## config.mk

```make
export PLATFORM = sky130hd
export DESIGN_NAME = pia_top
export DESIGN_NICKNAME = d
export VERILOG_FILES = /design/src/pia_pkg.sv /design/src/pia_sel_if.sv /design/src/pia_arbiter.sv /design/src/pia_top.sv
export VERILOG_INCLUDE_DIRS = /design/src
export SDC_FILE = /design/constraint.sdc
export NUM_CORES = 1
export LEC_CHECK = 0
export BUFFER_PORTS_ARGS = -buffer_cell sky130_fd_sc_hd__buf_4
export CAP_MARGIN = 20
export CORE_MARGIN = 10
export CORE_UTILIZATION = 38
export CTS_CLUSTER_SIZE = 10
export DETAILED_ROUTE_END_ITERATION = 10
export PLACE_DENSITY = 0.55
export SYNTH_ARGS = -nofsm -noshare
export SYNTH_HDL_FRONTEND = slang
export SYNTH_HIERARCHICAL = 1
export SYNTH_SLANG_ARGS = --single-unit
```

## constraint.sdc

```tcl
create_clock -name sys_clk -period 18.1 [get_ports sys_clk]
set_input_delay 3.62 -clock sys_clk [delete_from_list [all_inputs] [get_ports sys_clk]]
set_output_delay 3.62 -clock sys_clk [all_outputs]
set_load 0.005 [all_outputs]
```

## src/pia_params.svh

```systemverilog
`ifndef PIA_PARAMS_SVH
`define PIA_PARAMS_SVH

// ---------------------------------------------------------------
// register offsets (word index on the peripheral bus)
// ---------------------------------------------------------------
`define PIA_OFS_PRIO0      5'h00
`define PIA_PRIO_REGS      10
`define PIA_OFS_VBASE      5'h0A
`define PIA_OFS_FM0        5'h0B
`define PIA_OFS_FVL0       5'h0C
`define PIA_OFS_FVH0       5'h0D
`define PIA_OFS_FM1        5'h0E
`define PIA_OFS_FVL1       5'h0F
`define PIA_OFS_FVH1       5'h10
`define PIA_OFS_PEND0      5'h11
`define PIA_PEND_REGS      6
`define PIA_OFS_CTRL       5'h1D

// ---------------------------------------------------------------
// field layout and sizes
// ---------------------------------------------------------------
`define PIA_NUM_SRC        82
`define PIA_FIXED_SRC      2
`define PIA_FIELDS_PER_REG 8
`define PIA_CTRL_DIS_BIT   5
`define PIA_FAST_LEVEL     2'h2
`define PIA_FIXED_LEVEL    2'h3

// ---------------------------------------------------------------
// reset values
// ---------------------------------------------------------------
`define PIA_RST_REG        16'h0000
`define PIA_RESET_ADDR     21'h000000

`endif

```

## src/pia_pkg.sv

```systemverilog
package pia_pkg;
  typedef logic [1:0]  pia_prio_t;
  typedef logic [6:0]  pia_vec_t;
  typedef logic [15:0] pia_word_t;
  typedef logic [20:0] pia_addr_t;
  typedef enum logic {PIA_BOOT, PIA_RUN} pia_phase_e;
endpackage

```

## src/pia_sel_if.sv

```systemverilog
interface pia_sel_if;
  import pia_pkg::*;
  logic [3:0][81:0] act;
  logic             valid;
  pia_vec_t         idx;
  pia_prio_t        prio;
  modport arb (input act, output valid, idx, prio);
  modport top (output act, input valid, idx, prio);
endinterface

```

## src/pia_arbiter.sv

```systemverilog
module pia_arbiter
  import pia_pkg::*;
(
  pia_sel_if.arb sel
);
  logic [3:0] hit;
  pia_vec_t   first [4];

  // ---------------------------------------------------------------
  // lowest index per level
  // ---------------------------------------------------------------
  for (genvar p = 0; p < 4; p++) begin : g_lvl
    pia_vec_t f;
    always_comb begin
      f = 7'h00;
      for (int i = 81; i >= 0; i--) begin
        if (sel.act[p][i]) begin
          f = 7'(i);
        end
      end
    end
    assign first[p] = f;
    assign hit[p]   = |sel.act[p];
  end

  // ---------------------------------------------------------------
  // highest level wins
  // ---------------------------------------------------------------
  assign sel.valid = |hit;
  assign sel.prio  = hit[3] ? 2'h3 : hit[2] ? 2'h2 : hit[1] ? 2'h1 : 2'h0;
  assign sel.idx   = first[sel.prio];
endmodule

```

## src/pia_top.sv

```systemverilog
// How it works
// - Each of 82 request inputs gets priority 0, 1 or 2, or is disabled, from software, except the fixed-level sources.
// - Within a level the active request with the lowest source index wins, index 0 first and 81 last.
// - The chosen request raises a pending flag to the core with the address where its service starts.
// - A normal vector address is the vector base joined with the seven-bit vector number.
// - Configuration registers are read and written by the bus master over the peripheral bus.
// - Two fast channels, each with its own match value and vector address, are programmable on their own.
// - A pending request during wait or stop raises a wake request to the system integration unit.
// - After reset release the initial fetch address is driven on the core address output.
// - A level 2 request whose number matches a fast match value takes that channel's stored address.
// - In wait or stop only requests enabled before entry may wake the core.
// - The level code reads 00 for none, 01 for priority 0, 10 for priority 1, 11 for priority 2 or 3.
`include "pia_params.svh"

module pia_top
  import pia_pkg::*;
(
  input  wire logic        sys_clk,
  input  wire logic        rst,
  input  wire logic [81:0] irq_req,
  input  wire logic [1:0]  core_irq_mask,
  input  wire logic        low_power_mode,
  input  wire logic [4:0]  bus_addr,
  input  wire logic [15:0] bus_wdata,
  input  wire logic        bus_wr,
  input  wire logic        bus_rd,
  output pia_word_t        bus_rdata_ff,
  output logic             irq_pending_ff,
  output pia_addr_t        core_addr_ff,
  output logic             reset_fetch_ff,
  output logic             fast_irq_ff,
  output pia_prio_t        current_level_code_ff,
  output logic             wake_request_ff
);
  pia_sel_if sel ();

  pia_word_t   prio_reg_ff [`PIA_PRIO_REGS];
  pia_word_t   vector_base_ff;
  pia_word_t   fast_match_value_ff [2];
  pia_word_t   fast_vector_low_ff  [2];
  pia_word_t   fast_vector_high_ff [2];
  pia_word_t   ctrl_ff;
  logic [81:0] wake_en_ff;
  logic        low_power_q_ff;
  pia_phase_e  phase_ff;

  logic [81:0] src_en;
  pia_word_t   nxt_bus_rdata;
  pia_addr_t   nxt_core_addr;
  pia_addr_t   normal_addr;
  logic [1:0]  fast_hit;
  logic        nxt_irq_pending;
  pia_prio_t   nxt_level_code;
  logic        wr_prio;
  logic        wr_vbase;
  logic        wr_ctrl;
  logic [1:0]  wr_fm;
  logic [1:0]  wr_fvl;
  logic [1:0]  wr_fvh;
  logic        enter_low_power;
  logic        irq_disable;
  logic        run_phase;
  logic        nxt_fast_irq;
  pia_prio_t   nxt_level_out;
  logic        nxt_wake_request;
  logic        pend_hit;
  logic [2:0]  pend_word;
  logic [95:0] pend_view;

  // ---------------------------------------------------------------
  // per-source level mapping
  // ---------------------------------------------------------------
  for (genvar i = 0; i < `PIA_NUM_SRC; i++) begin : g_src
    pia_prio_t code;
    if (i < `PIA_FIXED_SRC) begin : g_fixed
      // fixed sources bypass the level fields and always sit at the top
      assign code = `PIA_FIXED_LEVEL;
      assign sel.act[3][i] = irq_req[i];
      assign sel.act[2][i] = 1'b0;
      assign sel.act[1][i] = 1'b0;
      assign sel.act[0][i] = 1'b0;
    end else begin : g_prog
      localparam int J = i - `PIA_FIXED_SRC;
      localparam int R = J / `PIA_FIELDS_PER_REG;
      localparam int B = (J % `PIA_FIELDS_PER_REG) * 2;
      // code 00 disables, 01..11 map to priority 0..2
      assign code = prio_reg_ff[R][B+1:B];
      assign sel.act[3][i] = 1'b0;
      assign sel.act[2][i] = irq_req[i] && (code == 2'h3);
      assign sel.act[1][i] = irq_req[i] && (code == 2'h2);
      assign sel.act[0][i] = irq_req[i] && (code == 2'h1);
    end
    assign src_en[i] = (code != 2'h0);
  end

  pia_arbiter u_arb (
    .sel (sel)
  );

  // ---------------------------------------------------------------
  // vector and level selection
  // ---------------------------------------------------------------
  assign irq_disable = ctrl_ff[`PIA_CTRL_DIS_BIT];
  // fixed-level sources report as priority 3, the rest as code minus one
  assign normal_addr = {vector_base_ff[13:0], sel.idx};
  for (genvar c = 0; c < 2; c++) begin : g_fast
    assign fast_hit[c] = sel.valid && (sel.prio == `PIA_FAST_LEVEL)
                         && (sel.idx == fast_match_value_ff[c][6:0]);
  end
  assign nxt_core_addr = (phase_ff == PIA_BOOT) ? `PIA_RESET_ADDR :
                         fast_hit[0] ? {fast_vector_high_ff[0][4:0], fast_vector_low_ff[0]} :
                         fast_hit[1] ? {fast_vector_high_ff[1][4:0], fast_vector_low_ff[1]} :
                         normal_addr;
  // core mask m permits priorities m and above
  assign nxt_irq_pending = sel.valid && !irq_disable && (sel.prio >= core_irq_mask);
  assign nxt_level_code  = !nxt_irq_pending ? 2'h0 :
                           (sel.prio == 2'h0) ? 2'h1 :
                           (sel.prio == 2'h1) ? 2'h2 : 2'h3;

  // ---------------------------------------------------------------
  // bus decode
  // ---------------------------------------------------------------
  assign wr_prio  = bus_wr && (bus_addr < 5'(`PIA_PRIO_REGS));
  assign wr_vbase = bus_wr && (bus_addr == `PIA_OFS_VBASE);
  assign wr_ctrl  = bus_wr && (bus_addr == `PIA_OFS_CTRL);
  for (genvar c = 0; c < 2; c++) begin : g_fast_wr
    localparam logic [4:0] FM_OFS  = (c == 0) ? `PIA_OFS_FM0  : `PIA_OFS_FM1;
    localparam logic [4:0] FVL_OFS = (c == 0) ? `PIA_OFS_FVL0 : `PIA_OFS_FVL1;
    localparam logic [4:0] FVH_OFS = (c == 0) ? `PIA_OFS_FVH0 : `PIA_OFS_FVH1;
    assign wr_fm[c]  = bus_wr && (bus_addr == FM_OFS);
    assign wr_fvl[c] = bus_wr && (bus_addr == FVL_OFS);
    assign wr_fvh[c] = bus_wr && (bus_addr == FVH_OFS);
  end

  // pending view: raw request lines, 16 sources per word
  assign pend_hit  = (bus_addr >= `PIA_OFS_PEND0) && (bus_addr < `PIA_OFS_PEND0 + 5'(`PIA_PEND_REGS));
  assign pend_word = 3'(bus_addr - `PIA_OFS_PEND0);
  assign pend_view = {14'h0000, irq_req} >> {pend_word, 4'h0};

  always_comb begin
    nxt_bus_rdata = 16'h0000;
    if (bus_addr < 5'(`PIA_PRIO_REGS)) begin
      nxt_bus_rdata = prio_reg_ff[bus_addr[3:0]];
    end else if (pend_hit) begin
      nxt_bus_rdata = pend_view[15:0];
    end else begin
      unique case (bus_addr)
        `PIA_OFS_VBASE: nxt_bus_rdata = vector_base_ff;
        `PIA_OFS_FM0:   nxt_bus_rdata = fast_match_value_ff[0];
        `PIA_OFS_FVL0:  nxt_bus_rdata = fast_vector_low_ff[0];
        `PIA_OFS_FVH0:  nxt_bus_rdata = fast_vector_high_ff[0];
        `PIA_OFS_FM1:   nxt_bus_rdata = fast_match_value_ff[1];
        `PIA_OFS_FVL1:  nxt_bus_rdata = fast_vector_low_ff[1];
        `PIA_OFS_FVH1:  nxt_bus_rdata = fast_vector_high_ff[1];
        `PIA_OFS_CTRL:  nxt_bus_rdata = {ctrl_ff[15:2], current_level_code_ff};
        default:        nxt_bus_rdata = 16'h0000;
      endcase
    end
    if (!bus_rd) begin
      nxt_bus_rdata = 16'h0000;
    end
  end

  // ---------------------------------------------------------------
  // configuration registers
  // ---------------------------------------------------------------
  always_ff @(posedge sys_clk or posedge rst) begin
    if (rst) begin
      for (int k = 0; k < `PIA_PRIO_REGS; k++) prio_reg_ff[k] <= `PIA_RST_REG;
      vector_base_ff <= `PIA_RST_REG;
      ctrl_ff        <= `PIA_RST_REG;
      for (int c = 0; c < 2; c++) begin
        fast_match_value_ff[c] <= `PIA_RST_REG;
        fast_vector_low_ff[c]  <= `PIA_RST_REG;
        fast_vector_high_ff[c] <= `PIA_RST_REG;
      end
      bus_rdata_ff <= `PIA_RST_REG;
    end else begin
      if (wr_prio) prio_reg_ff[bus_addr[3:0]] <= bus_wdata;
      if (wr_vbase) vector_base_ff <= bus_wdata;
      if (wr_ctrl) ctrl_ff <= {10'h000, bus_wdata[5:2], 2'h0};
      for (int c = 0; c < 2; c++) begin
        if (wr_fm[c])  fast_match_value_ff[c] <= {9'h000, bus_wdata[6:0]};
        if (wr_fvl[c]) fast_vector_low_ff[c]  <= bus_wdata;
        if (wr_fvh[c]) fast_vector_high_ff[c] <= {11'h000, bus_wdata[4:0]};
      end
      bus_rdata_ff <= nxt_bus_rdata;
    end
  end

  // ---------------------------------------------------------------
  // core side and wake
  // ---------------------------------------------------------------
  assign enter_low_power = low_power_mode && !low_power_q_ff;
  // nothing reaches the core until the reset address has been shown
  assign run_phase        = (phase_ff == PIA_RUN);
  assign nxt_fast_irq     = nxt_irq_pending && run_phase && |fast_hit;
  assign nxt_level_out    = run_phase ? nxt_level_code : 2'h0;
  assign nxt_wake_request = low_power_q_ff && |(irq_req & wake_en_ff);

  always_ff @(posedge sys_clk or posedge rst) begin
    if (rst) begin
      phase_ff              <= PIA_BOOT;
      irq_pending_ff        <= 1'b0;
      core_addr_ff          <= `PIA_RESET_ADDR;
      reset_fetch_ff        <= 1'b0;
      fast_irq_ff           <= 1'b0;
      current_level_code_ff <= 2'h0;
      low_power_q_ff        <= 1'b0;
      wake_en_ff            <= '0;
      wake_request_ff       <= 1'b0;
    end else begin
      // one boot cycle holds the reset address before vectors appear
      phase_ff              <= PIA_RUN;
      reset_fetch_ff        <= (phase_ff == PIA_BOOT);
      core_addr_ff          <= nxt_core_addr;
      irq_pending_ff        <= nxt_irq_pending && run_phase;
      fast_irq_ff           <= nxt_fast_irq;
      current_level_code_ff <= nxt_level_out;
      low_power_q_ff        <= low_power_mode;
      // enable set frozen at entry; later writes cannot arm a wake
      if (enter_low_power) wake_en_ff <= src_en;
      wake_request_ff       <= nxt_wake_request;
    end
  end
endmodule

```

== Word level (Yosys, flattened, before mapping) ==
Cells that the tools add are included.
W data, S select, Z words.
Storage, ports and cells
  logic and storage cells: 907
  output and inout port bits: 43
  flip-flop bits (word level): 363
  input port bits: 110
Cells by class
  magnitude comparators: 7
  bitwise operators: 4
  multiplexer cells: 265
  eq/ne operators: 252
  reductions and logical operators: 349
  add/subtract/negate cells: 1
  shift operators: 1
Operators by type and width (number)
  $mux W7: 242
  $eq A2 B2 Y1 const B: 161
  $logic_and A1 B1 Y1: 260
  $reduce_or A242 Y1: 1
  $eq A2 B1 Y1 const B: 81
  $bwmux W160: 1
  $reduce_bool A2 Y1: 80
  $reduce_or A80 Y1: 2
  $pmux W16 S8: 1
  $mux W16: 6
  $and A82 B82 Y82: 1
  $reduce_or A82 Y1: 1
  $shr A82 B7 Y16: 1
  $bmux W16 S4: 1
  $demux W16 S4: 1
  $mux W21: 3
  $eq A5 B4 Y1 const B: 6
  $bmux W7 S2: 1
  $eq A7 B7 Y1: 2
  $eq A5 B5 Y1 const B: 2
  $ge A5 B5 Y1 const B: 2
  $mux W2: 5
  $lt A5 B1 Y1 const B: 1
  $lt A5 B4 Y1 const B: 1
  11 further kinds: 16

== Logic depth before layout (Yosys ltp) ==
Gate-level depths: netlist of the first run.
  word-level depth: 90
  depth in mapped cells: 17
  gate-level depth less buffers: 16

== Hierarchy ==
Netlist of the first run, hierarchy kept.
By module, submodules not included
  pia_top: instances 1, cells each 1767, area an instance 18914.4 µm²
  pia_arbiter: instances 1, cells each 757, area an instance 4262.8 µm²

== Worst setup path after synthesis of the first run ==
OpenSTA, ideal clock, no wires.
  kind: input to register
  from: input port irq_req[44]
  to: register core_addr_ff[4]
  cell stages on the path: 16
  library setup time: 0.142 ns
  path slack: 10.895 ns
  buffers on the path: 1
  arrival: 7.063 ns
  path through: nand2_1 > nor2_1 > or4_4 > nor4_4 > nand4_1 > o211ai_1 > and2_4 > inv_2 > or4_1 > a22oi_1 > xnor2_1 > nand4_1 > nor4_4 > buf_6 > mux2i_1 > a211oi_1
RTL lines
  from (decl): RTL line pia_top.sv:20  | input wire logic [81:0] irq_req,
  to (signal assigned): RTL line pia_top.sv:205  | core_addr_ff <= `PIA_RESET_ADDR;
  to (signal assigned): RTL line pia_top.sv:216  | core_addr_ff <= nxt_core_addr;
  to (decl): RTL line pia_top.sv:29  | output pia_addr_t core_addr_ff,

==> impl_metrics.env, run 1 <==
export IMPL_cts_tree="yes"
export IMPL_crit_path_start_kind="input port"
export IMPL_cts_setup_buffers=0
export IMPL_path_cells="buf_4 > and3_1 > nor4_1 > nand4_1 > nor4_1 > o211ai_1 > and2_4 > a2111oi_0 > a21oi_1 > a22oi_1 > xnor2_1 > nand4_1 > nor4_4 > buf_4 > mux2i_1 > a211oi_1"
export IMPL_hold_viol_final=0
export IMPL_worstPathArrival_ns=9.24
export IMPL_numCtsBuffers=46
export IMPL_nFillCells=6041
export IMPL_slowest_delay_ns=0.90
export IMPL_rows=90
export IMPL_end_kind="flop"
export IMPL_route_detailed_drc=0
export IMPL_cap_violations=0
export IMPL_hp_class="reg -> reg"
export IMPL_status="finished clean"
export IMPL_period_share_pct=48.2
export IMPL_grtUsageTotal_pct=33.0
export IMPL_fp_dieW_um=267
export IMPL_vias=22900
export IMPL_hold_slack_ns=0.466
export IMPL_h_tree_depth=2
export IMPL_viasPerCell=6.09
export IMPL_layout_drive_gt1_share_pct=18.7
export IMPL_crit_fanout=14
export IMPL_dp_hpwl_um=92300
export IMPL_start_util_pct=38.4
export IMPL_antenna_found_initial=8
export IMPL_synthCells=2524
export IMPL_grt_pass1_wl_um=166000
export IMPL_fmax_mhz=115
export IMPL_root_buffer="clkbuf_16"
export IMPL_final_core_util_pct=45.5
export IMPL_drt_initial_drc_count=2885
export IMPL_avgSynthCellArea_um2=9.18
export IMPL_async_flop_share_pct=100
export IMPL_coreArea_um2=60400
export IMPL_setup_violations=0
export IMPL_ys_types=96
export IMPL_io_pins=153
export IMPL_maxSlewViolCount=0
export IMPL_routabilityCongestion=1.03
export IMPL_ant_nets=0
export IMPL_cts_resized_gates=0
export IMPL_nets=3069
export IMPL_p_leak_nw=12.8
export IMPL_clockBufferDepth=3
export IMPL_port_buffers=152
export IMPL_wl_um=120000
export IMPL_synth_edf_count=0
export IMPL_yosysWarnings=6
export IMPL_cts_hold_buf=0
export IMPL_pwr_density_cell_nw_per_um2=108
export IMPL_cts_sink_count=362
export IMPL_dieArea_um2=71300
export IMPL_peakVddDrop_v=0.0000920
export IMPL_crit_type="in -> reg"
export IMPL_required_ns=18.62
export IMPL_first_global_vias=21700
export IMPL_dieHeight_um=267
export IMPL_cpMaxStageDelayCell="nor4_1"
export IMPL_cts_clk_slew_worst_paths_ns=0.05
export IMPL_finalSetupTns_ns=0
export IMPL_synth_area_um2=23200
export IMPL_grt_max_degree=161
export IMPL_finalWorstPathRequiredPeriod_ns=8.72
export IMPL_clock_skew_ns=0.0505
export IMPL_yosysSeqAreaShare_pct=39.1
export IMPL_synth_seq_cells=362
export IMPL_syn2layout_area_growth_pct=18.5
export IMPL_final_common_cell="nor2_1"
export IMPL_slew_headroom_pct=15.0
export IMPL_grt_ovfl_total=0
export IMPL_rsz0062_at_grt="no"
export IMPL_synth_ff_type="dfrtp_1"
export IMPL_wl_per_cell_um=31.9
export IMPL_firstDrtPassIters=8
export IMPL_worst_pin_slew_ns=1.26
export IMPL_mostFrequentLayoutCells="381 x nor2_1, 362 x dfrtp_1, 317 x conb_1, 302 x nand2_1, 243 x mux2_2"
export IMPL_clk_latency_ns=0.63
critical path, delay by kind of cell:
| kind | cells | cell delay [ns] |
|---|---|---|
| AO/OA/AOI/OAI | 5 | 1.40 |
| XOR/XNOR | 1 | 0.18 |
| buffers and inverters | 2 | 0.54 |
| multiplexers | 1 | 0.12 |
| AND/OR/NAND/NOR | 7 | 3.38 |
registers in the layout (all words and copies together), names as in the netlist:
signal and count:
phase_ff 1, wake_request_ff 1, bus_rdata_ff 16, ctrl_ff 4, g_src.code 160, vector_base_ff 16
fast_match_value_ff 14, reset_fetch_ff 1, fast_irq_ff 1, current_level_code_ff 2, core_addr_ff 21, fast_vector_low_ff 32
fast_vector_high_ff 10, irq_pending_ff 1, low_power_q_ff 1, wake_en_ff 81
cell usage after synthesis, types with 16 or more instances:
| library cell | number | area, um^2 |
|---|---|---|
| nor4_1 | 107 | 669 |
| a21oi_1 | 74 | 370 |
| nand3_1 | 28 | 140 |
| mux4_2 | 37 | 833 |
| and3_1 | 83 | 519 |
| o21ai_0 | 150 | 751 |
| a211oi_1 | 29 | 218 |
| nor3_1 | 73 | 365 |
| nor2_1 | 381 | 1430 |
| nand2_1 | 302 | 1130 |
| nand4_1 | 27 | 169 |
| mux2_2 | 243 | 2740 |
| buf_2 | 34 | 170 |
| clkbuf_1 | 45 | 169 |
| inv_1 | 65 | 244 |
| o211ai_1 | 16 | 120 |
| mux2i_1 | 60 | 601 |
| dfrtp_1 | 362 | 9060 |
| nor2b_1 | 21 | 131 |
| a221oi_1 | 27 | 236 |
| a31oi_1 | 16 | 100 |
| nand2b_1 | 16 | 100 |
| a22oi_1 | 41 | 308 |
cells by family (layout without fill, tap and decap cells):
group | count (synthesis) | after routing | synth area share [%]
AND/OR/NAND/NOR | 1129 | 1129 | 23.7
AO/OA/AOI/OAI | 500 | 500 | 14.6
flip-flops | 362 | 362 | 39.1
multiplexers | 342 | 342 | 18.2
buffers and inverters | 166 | 298 | 3.33
XOR/XNOR | 16 | 16 | 0.669
adder cells (fa/ha/maj) | 7 | 7 | 0.378
other | 2 | 321 | 0.0324
layer usage:
layer / track usage (%) / wire, um / up-vias
met5: 0 / 12 / -
met4: 20.3 / 8380 / 2
met3: 6.75 / 10300 / 275
met2: 51.2 / 53200 / 1256
met1: 41.7 / 48000 / 11400
li1: - / - / 9947
through the flow:
step / area [um^2] / cells / total power [W] / setup WS [ns]
after CTS: 27500 / 3750 / 0.00295 / 9.54
after global placement: 26100 / 3683 / 0.00206 / 8.87
after floorplan: 24400 / 2839 / 0.00160 / 4.43
after global routing: 27500 / 3753 / 0.00308 / 9.18
final: 27500 / 3757 / 0.00298 / 9.38
after detailed placement: 26100 / 3683 / 0.00207 / 8.92
worst paths after layout:
check | startpoint | to | slack (ns) | cells past startpoint
worst max-delay path | irq_req[44] | core_addr_ff[1]$_DFF_PP0_ | 9.38 | 16
worst min-delay path | wake_en_ff[1]$_DFFE_PP0P_ | wake_en_ff[1]$_DFFE_PP0P_ | 0.47 | 1
worst max register to register | g_src[59].code[1]$_DFFE_PP0P_ | core_addr_ff[1]$_DFF_PP0_ | 11.98 | 14
worst min register to register | wake_en_ff[1]$_DFFE_PP0P_ | wake_en_ff[1]$_DFFE_PP0P_ | 0.47 | 1
max in group asynchronous | rst | fast_vector_low_ff[29]$_DFFE_PP0P_ | 12.40 | 4
min in group asynchronous | rst | wake_en_ff[25]$_DFFE_PP0P_ | 3.21 | 2
cell type report:
class                      count  area (um^2)  area share [%]
antenna                        4         10.0          0.0364
sequential                   362         9060            33.0
clock buffer                  57         1270            4.63
tap                          782          978            3.56
timing repair buffer         164         1240            4.50
clock inverter                10          124           0.451
multi-input combinational   2311        14500            52.9
inverter                      67          259           0.943
where the power goes:
group          switching, W  leakage [nW]  total [W]  internal [W]
logic              0.000580          7.44   0.000910      0.000330
clock network      0.000384         0.681   0.000879      0.000495
registers          0.000231          4.65    0.00119      0.000958
(Power assumes the default switching activity.)
==> inputs of run 2 (changes only) <==
--- a/config.mk
+++ b/config.mk
@@ -6,6 +6,7 @@
 export SDC_FILE = /design/constraint.sdc
 export NUM_CORES = 1
 export LEC_CHECK = 0
+export ABC_AREA = 1
 export BUFFER_PORTS_ARGS = -buffer_cell sky130_fd_sc_hd__buf_4
 export CAP_MARGIN = 20
 export CORE_MARGIN = 10
==> constraint.sdc (replaced) <==
create_clock -name sys_clk -period 8.1 [get_ports sys_clk]
set_input_delay 1.62 -clock sys_clk [delete_from_list [all_inputs] [get_ports sys_clk]]
set_output_delay 1.62 -clock sys_clk [all_outputs]
set_load 0.005 [all_outputs]
==> impl_metrics.env, run 2 <==
export IMPL_status="finished clean"
export IMPL_crit_fanout=43
export IMPL_maxSlewViolCount=0
export IMPL_crit_top_cell="nand2_1"
export IMPL_worst_pin_slew_ns=1.18
export IMPL_hold_path_endpoint="wake_en_ff[1]$_DFFE_PP0P_"
export IMPL_antenna_found_initial=4
export IMPL_yosysWarnings=6
export IMPL_slew_headroom_pct=21.5
export IMPL_timing_final_ws_setup_ns=1.07
export IMPL_synth_ff_type="dfrtp_1"
export IMPL_dp_cells=5059
export IMPL_hold_slack_ns=0.471
export IMPL_pwr_share_seq_pct=37.7
export IMPL_cap_violations=0
export IMPL_final_seq_area_um2=9060
export IMPL_nFillCells=6977
export IMPL_period_share_pct=86.8
export IMPL_cpMaxStageDelayCell="nor3_1"
export IMPL_wl_per_cell_um=21.9
export IMPL_start_util_pct=38.3
export IMPL_synth_top_area_share_pct=36.7
export IMPL_pwr_density_cell_nw_per_um2=219
export IMPL_p_clk_share_pct=31.2
export IMPL_grtUsageTotal_pct=29.2
export IMPL_fmax_mhz=142
export IMPL_synth_area_um2=24700
export IMPL_cts_hold_buf=0
export IMPL_synth_edf_count=0
export IMPL_clockBufferDepth=3
export IMPL_ys_types=42
export IMPL_synthMostInstantiatedCell="nand2_1"
export IMPL_clock_skew_ns=0.0244
export IMPL_layout_drive_gt1_share_pct=7.16
export IMPL_cts_sink_count=362
export IMPL_first_global_vias=24300
export IMPL_syn2layout_area_growth_pct=15.9
export IMPL_ff2ff_setup_slack_ns=1.70
export IMPL_worstPathArrival_ns=7.51
export IMPL_port_buffers=152
export IMPL_dp_hpwl_um=85400
export IMPL_viasPerCell=5.15
export IMPL_crit_type="in -> reg"
export IMPL_mostFrequentLayoutCells="1246 x nand2_1, 676 x inv_1, 395 x nor2_1, 362 x dfrtp_1, 310 x o21ai_0"
export IMPL_clk_latency_ns=0.60
export IMPL_synth_top_area_cell="dfrtp_1"
export IMPL_multi_input_area_um2=12800
export IMPL_end_kind="flop"
export IMPL_routabilityCongestion=1.03
export IMPL_cts_clk_slew_worst_paths_ns=0.06
export IMPL_numCtsBuffers=45
export IMPL_r2r_cells=95
export IMPL_io_pins=153
export IMPL_drt_initial_drc_count=2799
export IMPL_grt_ovfl_total=0
export IMPL_h_tree_depth=2
export IMPL_finalSetupTns_ns=0
export IMPL_largest_reg_flops=160
export IMPL_cts_tree="yes"
export IMPL_synthCells=3991
export IMPL_grt_pass1_wl_um=163000
export IMPL_required_ns=8.58
export IMPL_avgSynthCellArea_um2=6.18
export IMPL_p_leak_nw=14.7
export IMPL_synth_seq_cells=362
export IMPL_setup_violations=0
export IMPL_hold_viol_final=0
export IMPL_slowest_delay_ns=0.24
export IMPL_wl_um=112000
export IMPL_rows=93
export IMPL_route_detailed_drc=0
export IMPL_dieArea_um2=75500
export IMPL_internal_power_w=0.00381
export IMPL_r2r_end="core_addr_ff[4]$_DFF_PP0_"
export IMPL_met3WireLength_um=8270
export IMPL_ant_nets=0
export IMPL_sw_frac_of_total_pct=39.3
export IMPL_yosysSeqAreaShare_pct=36.7
export IMPL_root_buffer="clkbuf_16"
export IMPL_dpl_worst_slack_ns=0.539
export IMPL_firstDrtPassIters=6
export IMPL_final_common_cell="nand2_1"
export IMPL_nets=4371
export IMPL_pwr_share_comb_pct=31.1
export IMPL_dieHeight_um=275
export IMPL_yosys_top_cells_count="1246 x nand2_1, 679 x inv_1, 395 x nor2_1, 362 x dfrtp_1, 310 x o21ai_0"
export IMPL_hp_class="reg -> reg"
export IMPL_fin_cells=5131
export IMPL_top_layer="met5"
export IMPL_coreArea_um2=64300
export IMPL_crit_path_start_kind="input port"
export IMPL_fp_dieW_um=275
export IMPL_grt_max_degree=151
export IMPL_wl_met1_um=48500
export IMPL_finalWorstPathRequiredPeriod_ns=7.03
export IMPL_p_sw_w=0.00246
export IMPL_antennaDiodeCount=0
export IMPL_worstHoldPathCells=1
export IMPL_vias=26400
export IMPL_peakVddDrop_v=0.000141
export IMPL_async_flop_share_pct=100
export IMPL_worstHoldStart="wake_en_ff[1]$_DFFE_PP0P_"
export IMPL_rsz0062_at_grt="no"
export IMPL_synth_area_leaders="dfrtp_1 37%, nand2_1 19%, inv_1 10%"
export IMPL_worst_r2r_startpoint="g_src[79].code[0]$_DFFE_PP0P_"
export IMPL_dr_wl_met2_um=49500
-- run 2: cell count changes after synthesis, sizes merged, moves of 39 or more --
cell	change
inv	+650
a31oi	+73
and3	-82
nor4	-93
mux4	-39
a22oi	-41
mux2	-243
nand3	+149
o21ai	+244
mux2i	-60
nand2	+940
nor3	+181
-- run 2: final cells by class --
cell class | instances | share of cell area (%)
clock buffers | 62 | 4.34
clock inverters | 7 | 0.398
inverters | 727 | 9.86
multi-input cells | 2933 | 44.9
flip-flops and latches | 362 | 31.7
well taps | 855 | 3.74
repair buffers | 185 | 5.03
-- run 2: cells by family (layout without fill, tap and decap cells) --
kind of cell	count (synthesis)	count (layout)	synth area share [%]
buffers and inverters	869	981	13.8
AND/OR/NAND/NOR	2122	2122	35.2
adder cells (fa/ha/maj)	7	7	0.355
XOR/XNOR	14	14	0.497
AO/OA/AOI/OAI	615	615	13.3
other	2	175	0.0304
flip-flops	362	362	36.7
-- run 2: metrics by stage --
stage	instance area [um^2]	utilization (%)	total power [W]
2_1_floorplan	25300	-	0.00352
3_3_place_gp	27200	42.3	0.00427
3_5_place_dp	27200	42.3	0.00427
4_1_cts	28500	44.4	0.00623
5_1_grt	28600	44.4	0.00661
6_report	28600	44.4	0.00627
-- run 2: how the worst max path moves through the flow --
| stage | start | end | cells past startpoint |
|---|---|---|---|
| 2_1_floorplan | irq_req[81] | core_addr_ff[5]$_DFF_PP0_ | 95 |
| 3_5_place_dp | irq_req[80] | core_addr_ff[16]$_DFF_PP0_ | 96 |
| 4_1_cts | irq_req[80] | core_addr_ff[4]$_DFF_PP0_ | 97 |
| 3_3_place_gp | irq_req[80] | core_addr_ff[16]$_DFF_PP0_ | 96 |
| 5_1_grt | irq_req[78] | core_addr_ff[3]$_DFF_PP0_ | 95 |
| 6_report | irq_req[80] | core_addr_ff[4]$_DFF_PP0_ | 97 |
-- run 2: metal layers --
layer	vias to the layer above	track usage (%)
li1	12800	-
met1	12300	39.8
met2	1079	45.6
met3	223	3.50
met4	4	13.5
met5	-	0
-- run 2: power groups by stage --
stage               logic [W]  registers [W]  clock network [W]
floorplan             0.00124        0.00229                  0
global placement      0.00188        0.00238                  0
global route          0.00216        0.00240            0.00206
finish                0.00195        0.00236            0.00196
CTS                   0.00189        0.00235            0.00198
detailed placement    0.00189        0.00238                  0
-- run 2: worst max-delay path: cells and delay by family --
kind / cells / cell delay [ns]
compound gates: 1 / 0.19
buf+inv: 6 / 0.50
xor+xnor: 1 / 0.18
simple gates: 89 / 5.03
-- run 2: timing repair --
action / 4_1_cts / 5_1_grt
setup buffers: 0 / 0
endpoints found under the setup margin: 0 / 14
resized for setup: 0 / 1
